--- src/sslt_pkg.sv ---
/*
 Shared constants and carrier types for the scanner sensor and lamp timing block.
 Assumes one master clock; the pixel period is a fixed number of master clocks.
*/
package sslt_pkg;
    // ****************************************
    // Register map (word index on the plain port)
    // ****************************************
    localparam int          ADDR_W      = 5;
    localparam int          DATA_W      = 16;
    localparam int          NREG        = 19;
    localparam logic [4:0]  REG_CTRL    = 5'h00;
    localparam logic [4:0]  REG_LINEEND = 5'h01;
    localparam logic [4:0]  REG_LAMP0   = 5'h02;  // On/off pairs, red green blue
    localparam logic [4:0]  REG_PWM     = 5'h08;
    localparam logic [4:0]  REG_TRW     = 5'h09;
    localparam logic [4:0]  REG_GUARD   = 5'h0A;
    localparam logic [4:0]  REG_RSG     = 5'h0B;
    localparam logic [4:0]  REG_AUXA    = 5'h0C;
    localparam logic [4:0]  REG_AUXB    = 5'h0D;
    localparam logic [4:0]  REG_SAMP    = 5'h0E;
    localparam logic [4:0]  REG_OBEND   = 5'h0F;
    localparam logic [4:0]  REG_SKIP    = 5'h10;
    localparam logic [4:0]  REG_STATUS  = 5'h11;
    localparam logic [4:0]  REG_PIXEL   = 5'h12;
    // ****************************************
    // Control fields
    // ****************************************
    localparam int CTL_LMODE   = 0;   // 2 bits: 1, 2 or 3
    localparam int CTL_AFE     = 2;   // 2 bits
    localparam int CTL_CDS     = 4;
    localparam int CTL_FAKEOB  = 5;
    localparam int CTL_TRMODE  = 6;   // 2 bits
    localparam int CTL_SRST    = 8;
    localparam int CTL_STBY    = 9;
    localparam int CTL_SCAN    = 10;
    localparam int CTL_GRAYCH  = 11;  // 2 bits
    localparam int SKIP_STRIDE = 3;   // Per colour: 2 bit skip, 1 bit position
    localparam logic [15:0] CTRL_RST    = 16'h0211;
    localparam logic [15:0] LINEEND_RST = 16'h00FF;
    localparam logic [15:0] TRW_RST     = 16'h0002;
    localparam logic [15:0] RSG_RST     = 16'h0064;
    localparam logic [15:0] SAMP_RST    = 16'h0062;
    localparam logic [15:0] OBEND_RST   = 16'h0010;
    // ****************************************
    // Modes and timing
    // ****************************************
    localparam logic [1:0] LMODE_1   = 2'h1;
    localparam logic [1:0] LMODE_2   = 2'h2;
    localparam logic [1:0] LMODE_3   = 2'h3;
    localparam logic [1:0] AFE_PIX   = 2'h0;
    localparam logic [1:0] AFE_LINE  = 2'h1;
    localparam logic [1:0] AFE_GRAY  = 2'h2;
    localparam logic [1:0] TRM_NORM  = 2'h0;
    localparam logic [1:0] TRM_CIS1  = 2'h1;
    localparam logic [1:0] TRM_CIS2  = 2'h2;
    localparam logic [1:0] COL_RED   = 2'h0;
    localparam logic [1:0] COL_BLUE  = 2'h2;
    localparam int         PIX_CLKS  = 8;     // Converter rate is master clock / 8
    localparam logic [2:0] SUB_LAST  = 3'h7;
    localparam logic [2:0] PHI_HALF  = 3'h4;
    localparam logic [2:0] CIS2_PRE  = 3'h6;
    localparam int         PWM_W     = 12;    // Period 4096 counts

    typedef struct packed {
        logic       tr1;
        logic       tr2;
        logic       rsg;
        logic       auxa;
        logic       auxb;
        logic       clamp;
        logic       sref;
        logic       ssig;
        logic       phi1;
        logic       conv;
    } sslt_sens_t;
endpackage : sslt_pkg

--- src/sslt_timing.sv ---
/*
 Line timing for a linear image sensor and its lamps, with front end channel sequencing.
 Assumes a plain register port on CLK and a sensor driven straight from these pins.
*/
// The implementer's own choices: the address map and the address-and-strobe port.
`timescale 1ns/1ps
module sslt_timing
    import sslt_pkg::*;
(
    input  wire logic              CLK,
    input  wire logic              RST_B,
    input  wire logic [ADDR_W-1:0] ADDR,
    input  wire logic [DATA_W-1:0] WDATA,
    input  wire logic              WR,
    input  wire logic              RD,
    output logic      [DATA_W-1:0] RDATA,
    output logic                   LAMP_R,
    output logic                   LAMP_G,
    output logic                   LAMP_B,
    output logic                   PHI1,
    output logic                   FIRST_TRANSFER_PULSE,
    output logic                   SECOND_TRANSFER_PULSE,
    output logic                   RESET_GATE_PULSE,
    output logic                   AUX_PULSE_A,
    output logic                   AUX_PULSE_B,
    output logic                   CLAMP,
    output logic                   SAMPLE_REF,
    output logic                   SAMPLE_SIG,
    output logic                   USE_INT_REF,
    output logic                   ADC_CONV,
    output logic      [1:0]        MUX_SEL,
    output logic                   SCAN_ACTIVE,
    output logic                   LINE_START
);
    // ****************************************
    // State
    // ****************************************
    typedef struct packed {
        logic [NREG-1:0][DATA_W-1:0] regs;
        logic [DATA_W-1:0]           rdata;
        logic [15:0]                 pix;
        logic [2:0]                  sub;
        logic [1:0]                  colour;
        logic [1:0]                  chan;
        logic [2:0][1:0]             skipc;
        logic [2:0]                  lamp;
        logic                        scan;
        logic                        lstart;
        logic                        intref;
        sslt_sens_t                  o;
    } sslt_st_t;

    sslt_st_t r, s;

    logic        pwm_q;
    logic [15:0] ctrl;
    logic [15:0] line_end;
    logic        halt;
    logic        wrap;
    logic        phi_hi;
    logic        tr_base;
    logic        trw;
    logic        guard_on;
    logic [1:0]  lmode;
    logic [1:0]  afe;

    assign ctrl     = r.regs[REG_CTRL];
    assign line_end = r.regs[REG_LINEEND];
    assign lmode    = ctrl[CTL_LMODE+:2];
    assign afe      = ctrl[CTL_AFE+:2];
    assign halt     = ctrl[CTL_SRST] | ctrl[CTL_STBY];

    // ****************************************
    // Lamp dimming modulator
    // ****************************************
    sslt_pwm #(
        .W (PWM_W)
    ) u_pwm (
        .clk     (CLK),
        .rst_b   (RST_B),
        .run     (!halt),
        .duty    (r.regs[REG_PWM][PWM_W-1:0]),
        .pwm_out (pwm_q)
    );

    // Pulse window within one pixel, start and end in the low two nibbles
    function automatic logic in_win(input logic [2:0] sub, input logic [15:0] cfg);
        in_win = (sub >= cfg[2:0]) && (sub < cfg[6:4]);
    endfunction : in_win

    // ****************************************
    // Next state
    // ****************************************
    always_comb
    begin
        s = r;
        s.rdata  = '0;
        s.lstart = 1'b0;
        // Register port; status and pixel words are read only
        if (WR && (ADDR < NREG) && (ADDR != REG_STATUS) && (ADDR != REG_PIXEL))
        begin
            s.regs[ADDR] = WDATA;
        end
        if (RD)
        begin
            if (ADDR == REG_STATUS)
                s.rdata = {8'h00, r.chan, r.colour, r.lamp, r.scan};
            else if (ADDR == REG_PIXEL)
                s.rdata = r.pix;
            else if (ADDR < NREG)
                s.rdata = r.regs[ADDR];
        end

        wrap     = (r.sub == SUB_LAST) && (r.pix >= line_end);
        phi_hi   = r.sub < PHI_HALF;
        trw      = r.pix < r.regs[REG_TRW];
        guard_on = r.pix < (r.regs[REG_TRW] + r.regs[REG_GUARD]);
        tr_base  = 1'b0;

        if (halt)
        begin
            // Clocking stops; counters restart cleanly on release
            s.pix    = '0;
            s.sub    = '0;
            s.colour = COL_RED;
            s.chan   = '0;
            s.skipc  = '0;
            s.lamp   = '0;
            s.scan   = 1'b0;
            s.o      = '0;
        end
        else
        begin
            // Free-running pixel counter, also during idle and feed
            s.sub = 3'(r.sub + 1'b1);
            if (r.sub == SUB_LAST)
            begin
                s.pix = wrap ? 16'h0000 : 16'(r.pix + 1'b1);
            end
            if (wrap)
            begin
                s.lstart = 1'b1;
                s.colour = (r.colour == COL_BLUE) ? COL_RED : 2'(r.colour + 1'b1);
                // Scan begins only on a line boundary, red line in mode 2
                if (!ctrl[CTL_SCAN])
                    s.scan = 1'b0;
                else if ((lmode != LMODE_2) || (r.colour == COL_BLUE))
                    s.scan = 1'b1;
                for (int c = 0; c < 3; c++)
                begin
                    if (r.skipc[c] == 2'h0)
                        s.skipc[c] = r.regs[REG_SKIP][c*SKIP_STRIDE+:2];
                    else
                        s.skipc[c] = 2'(r.skipc[c] - 1'b1);
                end
            end

            // Lamps: on and off only ever match inside the line
            for (int c = 0; c < 3; c++)
            begin
                if ((r.sub == 3'h0) && (r.pix == r.regs[REG_LAMP0 + 2*c]))
                    s.lamp[c] = 1'b1;
                if ((r.sub == 3'h0) && (r.pix == r.regs[REG_LAMP0 + 2*c + 1]))
                    s.lamp[c] = 1'b0;
                if ((lmode == LMODE_2) && (2'(c) != r.colour))
                    s.lamp[c] = 1'b0;
            end

            // Transfer timing per mode
            case (ctrl[CTL_TRMODE+:2])
                TRM_CIS1: tr_base = (r.pix == 16'h0000);
                TRM_CIS2: tr_base = ((r.pix == 16'h0000) && (r.sub < CIS2_PRE)) ||
                                    ((r.pix >= line_end) && (r.sub >= CIS2_PRE));
                default:  tr_base = trw;
            endcase
            s.o.phi1 = phi_hi;
            if (ctrl[CTL_TRMODE+:2] == TRM_NORM)
            begin
                if (r.regs[REG_GUARD] == 16'h0000)
                begin
                    if (trw)
                        s.o.phi1 = 1'b1;
                end
                else if (guard_on)
                begin
                    s.o.phi1 = 1'b0;
                end
            end

            // Pixel rate pulses cleared in the last pixel of the line: reset gate unless fake black holds it, aux A always, aux B outside line rate mode
            s.o.rsg  = in_win(r.sub, r.regs[REG_RSG]) && (r.pix < line_end);
            s.o.auxa = in_win(r.sub, r.regs[REG_AUXA]) && (r.pix < line_end);
            s.o.auxb = in_win(r.sub, r.regs[REG_AUXB]) && (r.pix < line_end);
            s.o.clamp = r.pix < r.regs[REG_OBEND];
            s.o.tr1  = tr_base;
            s.o.tr2  = tr_base;
            if (ctrl[CTL_FAKEOB])
            begin
                // Single reset pulse in the first pixel, then held through black
                if (r.pix == 16'h0000)
                    s.o.tr1 = tr_base || (r.sub < r.regs[REG_RSG][6:4]);
                else
                    s.o.rsg = r.pix < r.regs[REG_OBEND];
            end

            // Separate colour transfers in line rate mode
            if (afe == AFE_LINE)
            begin
                s.o.tr1  = tr_base && (r.skipc[0] == 2'h0) &&
                           (r.regs[REG_SKIP][2] ? !phi_hi : phi_hi);
                s.o.tr2  = tr_base && (r.skipc[1] == 2'h0) &&
                           (r.regs[REG_SKIP][5] ? !phi_hi : phi_hi);
                s.o.auxb = tr_base && (r.skipc[2] == 2'h0) &&
                           (r.regs[REG_SKIP][8] ? !phi_hi : phi_hi);
            end

            // Sampling; spacing of the two points is software's duty
            s.o.sref  = ctrl[CTL_CDS] && (r.sub == r.regs[REG_SAMP][2:0]);
            s.o.ssig  = r.sub == r.regs[REG_SAMP][6:4];
            s.o.conv  = r.sub == r.regs[REG_SAMP][6:4];
            s.intref  = !ctrl[CTL_CDS];

            // Channel sequencing also picks the offset and gain set
            case (afe)
                AFE_PIX:
                begin
                    if (s.o.conv)
                        s.chan = (r.chan == COL_BLUE) ? COL_RED : 2'(r.chan + 1'b1);
                end
                AFE_LINE: s.chan = r.colour;
                AFE_GRAY: s.chan = ctrl[CTL_GRAYCH+:2];
                default:  s.chan = r.chan;
            endcase
        end
    end

    // ****************************************
    // Registers
    // ****************************************
    always_ff @(posedge CLK or negedge RST_B)
    begin
        if (!RST_B)
        begin
            r               <= '0;
            r.regs[REG_CTRL]    <= CTRL_RST;
            r.regs[REG_LINEEND] <= LINEEND_RST;
            r.regs[REG_TRW]     <= TRW_RST;
            r.regs[REG_RSG]     <= RSG_RST;
            r.regs[REG_SAMP]    <= SAMP_RST;
            r.regs[REG_OBEND]   <= OBEND_RST;
        end
        else
        begin
            r <= s;
        end
    end

    // Green follows the modulator in mode 1, one clock late to keep it registered
    logic lamp_g_q;

    always_ff @(posedge CLK or negedge RST_B)
    begin
        if (!RST_B)
            lamp_g_q <= 1'b0;
        else
            lamp_g_q <= (lmode == LMODE_1) ? pwm_q : s.lamp[1];
    end

    // ****************************************
    // Outputs
    // ****************************************
    assign RDATA                 = r.rdata;
    assign LAMP_R                = r.lamp[0];
    assign LAMP_G                = lamp_g_q;
    assign LAMP_B                = r.lamp[2];
    assign PHI1                  = r.o.phi1;
    assign FIRST_TRANSFER_PULSE  = r.o.tr1;
    assign SECOND_TRANSFER_PULSE = r.o.tr2;
    assign RESET_GATE_PULSE      = r.o.rsg;
    assign AUX_PULSE_A           = r.o.auxa;
    assign AUX_PULSE_B           = r.o.auxb;
    assign CLAMP                 = r.o.clamp;
    assign SAMPLE_REF            = r.o.sref;
    assign SAMPLE_SIG            = r.o.ssig;
    assign USE_INT_REF           = r.intref;
    assign ADC_CONV              = r.o.conv;
    assign MUX_SEL               = r.chan;
    assign SCAN_ACTIVE           = r.scan;
    assign LINE_START            = r.lstart;
endmodule : sslt_timing

--- src/sslt_pwm.sv ---
/*
 Fixed period lamp dimming modulator.
 Assumes duty comes from a register on the same clock.
*/
`timescale 1ns/1ps
module sslt_pwm
    import sslt_pkg::*;
#(
    parameter int W = PWM_W
)(
    input  wire logic         clk,
    input  wire logic         rst_b,
    input  wire logic         run,
    input  wire logic [W-1:0] duty,
    output logic              pwm_out
);
    typedef struct packed {
        logic [W-1:0] cnt;
        logic         q;
    } sslt_pwm_st_t;

    sslt_pwm_st_t r, s;

    always_comb
    begin
        s = r;
        s.cnt = run ? W'(r.cnt + 1'b1) : '0;
        s.q   = run && (r.cnt < duty);
    end

    always_ff @(posedge clk or negedge rst_b)
    begin
        if (!rst_b)
            r <= '0;
        else
            r <= s;
    end

    assign pwm_out = r.q;
endmodule : sslt_pwm

--- config.mk ---
export PLATFORM = sky130hd
export DESIGN_NAME = sslt_timing
export DESIGN_NICKNAME = d
export VERILOG_FILES = /design/src/sslt_pkg.sv /design/src/sslt_timing.sv /design/src/sslt_pwm.sv
export SDC_FILE = /design/constraint.sdc
export NUM_CORES = 1
export LEC_CHECK = 0
export BUFFER_PORTS_ARGS = -buffer_cell sky130_fd_sc_hd__buf_2
export CORE_ASPECT_RATIO = 1.75
export CORE_MARGIN = 8
export CORE_UTILIZATION = 45
export DETAILED_ROUTE_END_ITERATION = 8
export GPL_TIMING_DRIVEN = 0
export PLACE_DENSITY_LB_ADDON = 0.2
export SLEW_MARGIN = 10
export SYNTH_ARGS = -nofsm -noshare
export SYNTH_HDL_FRONTEND = slang
export SYNTH_SLANG_ARGS = --single-unit
--- constraint.sdc ---
create_clock -name CLK -period 3.2 [get_ports CLK]
set_input_delay 0.8 -clock CLK [delete_from_list [all_inputs] [get_ports CLK]]
set_output_delay 0.8 -clock CLK [all_outputs]
set_load 0.1 [all_outputs]
==> results of run 1 <==
per-stage QoR:
| stage | cells | worst slack, ns | utilization (%) | hold WS, ns |
|---|---|---|---|---|
| 2_1_floorplan | 1756 | -0.0608 | - | 0.429 |
| 6_report | 2465 | -0.411 | 50.8 | 0.220 |
| 5_1_grt | 2462 | -0.608 | 50.8 | 0.271 |
| 3_5_place_dp | 2389 | -0.550 | 47.9 | 0.448 |
| 3_3_place_gp | 2386 | -5.66 | 47.6 | 0.441 |
| 4_1_cts | 2461 | -0.392 | 50.8 | 0.245 |
metal layers:
metal	vias to the layer above	part of all wire, %	routed length (µm)	GRT usage, %
li1	6495	-	-	-
met1	7415	36	25500	30.0
met2	622	48	34200	44.5
met3	255	5.8	4140	4.24
met4	0	11	7660	24.7
met5	-	0	0	0
kinds of logic (layout without fill, tap and decap cells):
| logic type | Yosys count | count (layout) | share of synthesized area [%] |
|---|---|---|---|
| other cells | 0 | 3 | 0 |
| buf+inv | 215 | 344 | 4.80 |
| fa+ha+maj | 115 | 115 | 7.10 |
| flops | 354 | 354 | 43.6 |
| mux | 338 | 338 | 22.3 |
| compound gates | 251 | 251 | 7.69 |
| xor+xnor | 134 | 134 | 5.76 |
| simple gates | 349 | 349 | 8.68 |
report_power, final:
part	switching (µW)	total, µW	internal, µW	leakage [µW]
clock network	1940	4520	2580	0.000610
registers	805	6110	5310	0.00452
logic	2690	4540	1850	0.00539
total	5430	15200	9740	0.0105
cell type report:
| cell class | instances | area (µm²) |
|---|---|---|
| well taps | 577 | 722 |
| plain buffers | 130 | 662 |
| repair buffers | 61 | 395 |
| diodes | 3 | 7.51 |
| clock buffers | 48 | 1050 |
| flip-flops and latches | 354 | 8880 |
| fillers | 4032 | 22100 |
| inverters | 85 | 319 |
| clock inverters | 20 | 193 |
| multi-input cells | 1187 | 10600 |
placed cells by master, fill, tap and decap left out, types with 39 or more instances in the layout:
| master | instances |
|---|---|
| inv_1 | 85 |
| xor2_1 | 72 |
| nand2_1 | 80 |
| dfrtp_1 | 333 |
| clkbuf_1 | 65 |
| o21ai_0 | 75 |
| nor2_1 | 86 |
| mux4_2 | 68 |
| xnor2_1 | 62 |
| a21oi_1 | 63 |
| ha_1 | 113 |
| mux2_2 | 252 |
| buf_2 | 78 |
| clkbuf_16 | 39 |
registers in the layout, summed over array words and instances (netlist names), 2 cells and up:
register  count
RDATA        16
ctrl         16
r           276
line_end     16
u_pwm.r      12
MUX_SEL       2
worst max-delay path, stage by stage (launching register included):
cell	delay [ns]
dfrtp_1	0.41
ha_4	0.19
fa_2	0.35
a211oi_2	0.19
nor2_1	0.10
o211ai_1	0.28
o211ai_1	0.19
a31o_2	0.25
a21oi_2	0.14
xor2_1	0.17
ha_1	0.27
a21oi_2	0.13
nor2b_1	0.07
a41oi_2	0.15
nand4b_1	0.14
nor3_1	0.15
o41ai_1	0.11
and3_1	0.21
what timing repair did:
action                     4_1_cts  5_1_grt
setup endpoints to repair       16        4
buffers inserted                 4        1
gates resized for setup          5        6
pin swaps                        4        2
worst max-delay path by stage:
stage,from,endpoint,cells after the start
2_1_floorplan,r[221]$_DFFE_PN0P_,PHI1$_DFF_PN0_,17
3_3_place_gp,RST_B,ctrl[1]$_DFFE_PN0P_,1
3_5_place_dp,r[221]$_DFFE_PN0P_,PHI1$_DFF_PN0_,17
4_1_cts,r[205]$_DFFE_PN0P_,PHI1$_DFF_PN0_,17
5_1_grt,r[221]$_DFFE_PN0P_,PHI1$_DFF_PN0_,17
6_report,r[221]$_DFFE_PN0P_,PHI1$_DFF_PN0_,17
==> summary.md, run 1 <==
| Metric | Value |
|---|---|
| Status | `complete, but fails checks` |
| Failing checks | `setup timing` |
| Synthesized area per cell | `11.6 µm²` |
| Total vias in the final route | `14,800` |
| Initial antenna violation count | `3` |
| Layout area overhead | `12.0%` |
| Worst skew pair latency | `0.55 ns` |
| # nets final | `1,996` |
| Detailed placer's ending HPWL | `55.5 mm` |
| Yosys cell types | `68` |
| Launch point of the worst reg-to-reg path | `r[221]$_DFFE_PN0P_` |
| Drt pass-1 iters | `6` |
| CTS tree | `done` |
| Top-count cell post-synth | `dfrtp_1` |
| Largest net degree at the start of global routing | `97` |
| DR WL/cell | `29.0 µm` |
| Horiz. Die Dim | `177 µm` |
| CTS root buf | `clkbuf_16` |
| Pleak | `0.0105 µW` |
| Pwr/cell area | `665 nW/µm²` |
| Pwr Total | `15,200 µW` |
| Clock slew at reported path FFs | `0.06 ns` |
| Period utilization | `113%` |
| Synth warnings | `0` |
| Req. time, crit path | `3.63 ns` |
| GRT Total Usage | `27.3%` |
| Final max-slew violation count | `0` |
| GPL Wtd Cong | `0.983` |
| First-pass GRT wire length | `105 mm` |
| Hold-fix buffers, CTS | `0` |
| Hold crit path type | `in -> async` |
| Clock Sinks | `354` |
| DP Area | `21,500 µm²` |
| IO Count | `59` |
| Critical Path Fanout Max | `3` |
| CP Capture Type | `flop` |
| Setup violators final | `1` |
| CTS Buffer Depth | `3` |
| Mapped cell area | `20,400 µm²` |
| Ys async rst share | `100%` |
| Yosys top cell area share | `41.2%` |
| Synth top area cells | `dfrtp_1, mux2_2, mux4_2` |
| # rows | `103` |
| Setup Total Neg Slack | `-0.411 ns` |
| Worst-margin pin slew | `1.21 ns` |
| Routed vias/inst | `6.00` |
| Critical path data arrival time | `4.04 ns` |
| Relative slew slack | `19.1%` |
| Overall routed net length | `71.4 mm` |
| Layout cells sized above 1 | `29.2%` |
| Initial DRC count | `1,495` |
| Slack of the critical path | `-0.411 ns` |
| #FFs+latches synth | `354` |
| FF-to-FF End | `PHI1$_DFF_PN0_` |
| Ys flop type | `dfrtp_1` |
| H-tree depth | `2` |
| Area leader, netlist | `dfrtp_1` |
| RSZ-0062 raised after global routing | `yes` |
| Syn Inst Count | `1,756` |
| Worst vdd ir | `0.553 mV` |
| Detail Route Antenna Nets | `0` |
| Initial Util | `45.4%` |
| Total CTS buffers | `37` |
| Fin Clk Skew | `0.0231 ns` |
| Core ar. | `44,800 µm²` |
| Die Ht | `297 µm` |
| Syn_nets | `1,896` |
| Max-cap check violation count | `0` |
| Post-Layout Inst Area | `22,800 µm²` |
| Port bufs | `53` |
| Die area | `52,600 µm²` |
| Gr ovfl total | `0` |
| FF-to-FF setup slack | `-0.41 ns` |
| DRC errors left | `0` |
| Final Hold Fails | `0` |
| Vias in the first global route | `15,600` |
| Post-synth EDFFs | `0` |
| Seq/Total Area, Yosys | `43.6%` |
| Startpoint types | `flop` |
| Fin crit period | `3.61 ns` |
| Setup CP Type | `reg -> reg` |
| Top cells by count, synth | `dfrtp_1, mux2_2, ha_1, nor2_1, inv_1` |
| Worst r2r path cells | `17` |
| Fmax | `277 MHz` |
No activity file was read; power rests on OpenSTA's default activity.
==> inputs of run 2 (changes only) <==
Settings changed: RECOVER_POWER from default to 100.
==> summary.md, run 2 (synthesis results as in run 1) <==
| Metric | Value |
|---|---|
| Status | `complete, but fails checks` |
| Failing checks | `capacitance limit, slew limit, setup timing` |
| GRT met2 Usage | `44.5%` |
| Worst hold margin | `0.458 ns` |
| Total CTS buffers | `37` |
| CP delay by family, top | `compound AO/OA/AOI/OAI gates` |
| Hold EP | `r[345]$_DFFE_PN0P_` |
| Slack of the critical path | `-0.410 ns` |
| Layout area overhead | `11.3%` |
| CP Capture Type | `flop` |
| DRC errors left | `0` |
| Detailed placer's ending HPWL | `55.5 mm` |
| Max-cap check violation count | `1` |
| Layout cells sized above 1 | `26.8%` |
| DR WL/cell | `29.0 µm` |
| Detail Route Antenna Nets | `0` |
| Met3 Usage GRT | `4.24%` |
| Worst vdd ir | `0.533 mV` |
| CTS tree | `done` |
| Switching pwr | `5420 µW` |
| Met1 usage | `30.0%` |
| Pleak | `0.0103 µW` |
| Clock Sinks | `354` |
| Drt pass-1 iters | `5` |
| Pwr Total | `15,100 µW` |
| Hold-fix buffers, CTS | `0` |
| Initial DRC count | `1,466` |
| Die Ht | `297 µm` |
| Critical path, cell by cell | `ha_4, fa_2, a211oi_2, nor2_1, o211ai_1, o211ai_1, a31o_2, a21oi_2, xor2_1, ha_1, a21oi_2, nor2b_1, a41oi_2, nand4b_1, nor3_1, o41ai_1, and3_1` |
| Core ar. | `44,800 µm²` |
| Largest net degree at the start of global routing | `97` |
| Port bufs | `53` |
| Final max-slew violation count | `83` |
| Commonest non-fill, non-tap cell in the layout | `dfrtp_1` |
| Die area | `52,600 µm²` |
| H-tree depth | `2` |
| Net Sw Frac | `35.9%` |
| Startpoint types | `flop` |
| FF-to-FF End | `PHI1$_DFF_PN0_` |
| Routed vias/inst | `6.03` |
| Fmax | `277 MHz` |
| Final Hold Fails | `0` |
| Fin Clk Skew | `0.0266 ns` |
| Overall routed net length | `71.4 mm` |
| Critical Path Fanout Max | `3` |
| Fin crit period | `3.61 ns` |
| Critical path data arrival time | `4.04 ns` |
| RSZ-0062 raised after global routing | `yes` |
| Slowest-stage cell, CP | `dfrtp_1` |
| CTS Buffer Depth | `3` |
| Top reg by flops | `r` |
| FF-to-FF setup slack | `-0.41 ns` |
| Period utilization | `113%` |
| # nets final | `1,996` |
| CTS root buf | `clkbuf_16` |
| P_int | `9700 µW` |
| Clock Power Share | `29.8%` |
| Relative slew slack | `-45.8%` |
| Initial antenna violation count | `4` |
| Combinational share of power | `29.7%` |
| Most used routing layer in global routing | `met2` |
| Setup CP Type | `reg -> reg` |
| Horiz. Die Dim | `177 µm` |
| IO Count | `59` |
| Worst r2r path cells | `17` |
| Launch point of the worst reg-to-reg path | `r[221]$_DFFE_PN0P_` |
| Total vias in the final route | `14,800` |
| GRT Total Usage | `27.3%` |
| Min-delay src | `r[345]$_DFFE_PN0P_` |
| Worst skew pair latency | `0.55 ns` |
| Gr ovfl total | `0` |
| Req. time, crit path | `3.63 ns` |
| Crit path buffers/inverters | `0` |
| # rows | `103` |
| Pwr/cell area | `667 nW/µm²` |
| Clock slew at reported path FFs | `0.06 ns` |
| Max FFs per register | `276` |
| Sequential power share | `40.4%` |
| Worst path max stage delay | `0.41 ns` |
| First-pass GRT wire length | `105 mm` |
| Setup violators final | `88` |
| GPL Wtd Cong | `0.983` |
| Most frequent cells in the layout | `dfrtp_1, mux2_2, ha_1` |
| Vias in the first global route | `15,600` |
| Hold crit path type | `reg -> reg` |
| Worst-margin pin slew | `2.19 ns` |
| Hold path depth | `1` |
| Initial Util | `45.4%` |
## run 2: repair_timing
action,CTS,global route
buffers inserted,4,1
resized for setup,5,6
pin swaps,4,2
gates cloned,0,0
setup endpoints to repair,16,4
## run 2: power by group through the flow
stage / combinational (µW) / sequential [µW] / clock, µW
floorplan: 2850 / 6210 / 0
global placement: 4350 / 6140 / 0
detailed placement: 4450 / 6180 / 0
CTS: 4500 / 6100 / 4570
global route: 4830 / 6200 / 4760
finish: 4500 / 6120 / 4510
## run 2: per-layer routing
metal / wire [µm] / vias to the layer above
li1: - / 6484
met1: 25400 / 7420
met2: 33800 / 668
met3: 4240 / 273
met4: 7920 / 2
met5: 13 / -
## run 2: through the flow
stage / setup slack, ns / std cells / util (%) / instance area [µm²] / TNS [ns]
2_1_floorplan: -0.0608 / 1756 / - / 20400 / -0.0608
3_3_place_gp: -5.66 / 2386 / 47.6 / 21400 / -1952.10
3_5_place_dp: -0.550 / 2389 / 47.9 / 21500 / -16.62
4_1_cts: -0.392 / 2461 / 50.8 / 22800 / -0.392
5_1_grt: -0.608 / 2463 / 50.5 / 22700 / -39.15
6_report: -0.410 / 2464 / 50.5 / 22700 / -13.19
## run 2: worst max path at each step
stage / startpoint / slack [ns] / depth (start not counted) / endpoint
2_1_floorplan: r[221]$_DFFE_PN0P_ / -0.06 / 17 / PHI1$_DFF_PN0_
3_3_place_gp: RST_B / -5.66 / 1 / ctrl[1]$_DFFE_PN0P_
3_5_place_dp: r[221]$_DFFE_PN0P_ / -0.55 / 17 / PHI1$_DFF_PN0_
4_1_cts: r[205]$_DFFE_PN0P_ / -0.39 / 17 / PHI1$_DFF_PN0_
5_1_grt: r[221]$_DFFE_PN0P_ / -0.61 / 17 / PHI1$_DFF_PN0_
6_report: r[221]$_DFFE_PN0P_ / -0.41 / 17 / PHI1$_DFF_PN0_
## run 2: worst register-to-register path, stage by stage, from the launching register on
cell	delay, ns
dfrtp_1	0.41
ha_4	0.19
fa_2	0.35
a211oi_2	0.19
nor2_1	0.10
o211ai_1	0.28
o211ai_1	0.19
a31o_2	0.25
a21oi_2	0.14
xor2_1	0.17
ha_1	0.27
a21oi_2	0.13
nor2b_1	0.07
a41oi_2	0.15
nand4b_1	0.14
nor3_1	0.15
o41ai_1	0.10
and3_1	0.21
## run 2: area by class of cell
type,instances,area [µm²]
fill,4079,22200
multi-input combinational,1187,10500
sequential,354,8880
clock buffer,48,1050
tap,577,722
buffer,130,639
inverter,85,319
timing repair buffer,61,309
clock inverter,20,193
antenna,2,5.00
==> inputs of run 3 (changes only) <==
Settings changed: RECOVER_POWER 100 to default.
Clock period 3.2 ns to 3.4 ns, I/O delays scaled along.
==> summary.md, run 3 (synthesis results as in run 1) <==
| Metric | Value |
|---|---|
| Status | `complete, but fails checks` |
| Failing checks | `setup timing` |
| # rows | `103` |
| Switching pwr | `5050 µW` |
| Port bufs | `53` |
| Fin Clk Skew | `0.0274 ns` |
| IO Count | `59` |
| Initial Util | `45.4%` |
| Worst setup path startpoint | `r[205]$_DFFE_PN0P_` |
| Sequential power share | `40.2%` |
| Utilization after layout | `50.8%` |
| Die Ht | `297 µm` |
| DP Area | `21,500 µm²` |
| GPL Wtd Cong | `1.03` |
| CTS Buffer Depth | `3` |
| Final Hold Fails | `0` |
| Critical path data arrival time | `4.14 ns` |
| Die area | `52,600 µm²` |
| FF-to-FF End | `PHI1$_DFF_PN0_` |
| Pwr/cell area | `627 nW/µm²` |
| FF-to-FF setup slack | `-0.33 ns` |
| Setup violators final | `1` |
| Worst skew pair latency | `0.55 ns` |
| Req. time, crit path | `3.82 ns` |
| Net Sw Frac | `35.4%` |
| CTS root buf | `clkbuf_16` |
| Fin crit period | `3.73 ns` |
| Hold crit path type | `in -> async` |
| Routed vias/inst | `6.06` |
| P_int | `9230 µW` |
| Vias in the first global route | `15,500` |
| Relative slew slack | `20.0%` |
| Top reg by flops | `r` |
| GRT Total Usage | `27.3%` |
| Largest net degree at the start of global routing | `110` |
| Critical Path Fanout Max | `3` |
| Max-cap check violation count | `0` |
| Drt pass-1 iters | `6` |
| Clock Power Share | `29.6%` |
| Post-Layout Inst Area | `22,800 µm²` |
| Initial DRC count | `1,541` |
| Fmax | `268 MHz` |
| DR WL/cell | `28.9 µm` |
| Final max-slew violation count | `0` |
| Worst hold margin | `0.213 ns` |
| Worst r2r path cells | `17` |
| CTS tree | `done` |
| Slack of the critical path | `-0.328 ns` |
| Commonest non-fill, non-tap cell in the layout | `dfrtp_1` |
| Detail Route Antenna Nets | `0` |
| Combinational share of power | `30.1%` |
| RSZ-0062 raised after global routing | `yes` |
| Layout area overhead | `11.9%` |
| # nets final | `1,995` |
| Pleak | `0.0105 µW` |
| Layout cells sized above 1 | `28.8%` |
| Setup CP Type | `reg -> reg` |
| Worst-margin pin slew | `1.20 ns` |
| Startpoint types | `flop` |
| Worst vdd ir | `0.545 mV` |
| Period utilization | `110%` |
| Initial antenna violation count | `3` |
| Total CTS buffers | `36` |
| Horiz. Die Dim | `177 µm` |
| CP Capture Type | `flop` |
| Most frequent cells in the layout | `dfrtp_1, mux2_2, ha_1` |
| Hold-fix buffers, CTS | `0` |
| Gr ovfl total | `0` |
| Launch point of the worst reg-to-reg path | `r[205]$_DFFE_PN0P_` |
| Overall routed net length | `71.2 mm` |
| Max FFs per register | `276` |
| Core ar. | `44,800 µm²` |
| Clock Sinks | `354` |
| Detailed placer's ending HPWL | `54.3 mm` |
| Total vias in the final route | `14,900` |
| First-pass GRT wire length | `105 mm` |
| Clock slew at reported path FFs | `0.06 ns` |
| DRC errors left | `0` |
| H-tree depth | `2` |
## run 3: final cells by class
class                      count  area (µm²)
antenna                        3        7.51
sequential                   354        8880
multi-input combinational   1187       10600
inverter                      85         319
tap                          577         722
fill                        3989       22100
clock inverter                 9         125
timing repair buffer          61         395
clock buffer                  55        1110
buffer                       130         661
## run 3: worst max-delay path by stage
stage	endpoint	cells past startpoint	slack, ns
floorplan	PHI1$_DFF_PN0_	17	0.05
global placement	r[112]$_DFFE_PN0P_	1	-5.41
detailed placement	PHI1$_DFF_PN0_	17	-0.53
CTS	PHI1$_DFF_PN0_	17	-0.33
global route	PHI1$_DFF_PN0_	17	-0.51
finish	PHI1$_DFF_PN0_	17	-0.33
## run 3: what timing repair did
action / CTS / global route
endpoints found under the setup margin: 14 / 2
pin swaps: 6 / 8
resized for setup: 6 / 5
hold endpoints to repair: 0 / 0
setup buffers: 4 / 1
## run 3: per-stage QoR
stage	total power, µW	TNS, ns	cells	setup WS [ns]
floorplan	8520	0	1756	0.0532
global placement	9840	-1864.79	2386	-5.41
detailed placement	9980	-7.43	2389	-0.526
CTS	14300	-0.325	2457	-0.325
global route	14900	-0.506	2458	-0.506
finish	14300	-0.328	2461	-0.328
## run 3: critical path: stages, from the launching register on
cell and delay (ns):
dfrtp_1 0.41, ha_4 0.19, fa_2 0.35, a211oi_2 0.18
nor2_1 0.09, o211ai_1 0.31, o211ai_1 0.16, a31o_2 0.29
a21oi_2 0.14, xor2_1 0.16, ha_1 0.27, a21oi_1 0.13
nor2b_1 0.07, a41oi_2 0.15, nand4b_1 0.16, nor3_2 0.22
o41ai_2 0.10, and3_1 0.21
## run 3: power by group through the flow
stage / logic (µW) / clock network (µW) / registers, µW
after floorplan: 2680 / 0 / 5840
after global placement: 4090 / 0 / 5760
after detailed placement: 4180 / 0 / 5800
after CTS: 4240 / 4300 / 5720
after global routing: 4610 / 4440 / 5830
final: 4300 / 4230 / 5750
## run 3: routing by layer
| layer | track usage [%] | part of all wire [%] | vias up |
|---|---|---|---|
| met5 | 0 | 0.018 | - |
| met4 | 21.8 | 9.3 | 2 |
| met3 | 3.67 | 5.5 | 219 |
| met2 | 45.0 | 49 | 628 |
| met1 | 31.2 | 36 | 7574 |
| li1 | - | - | 6481 |
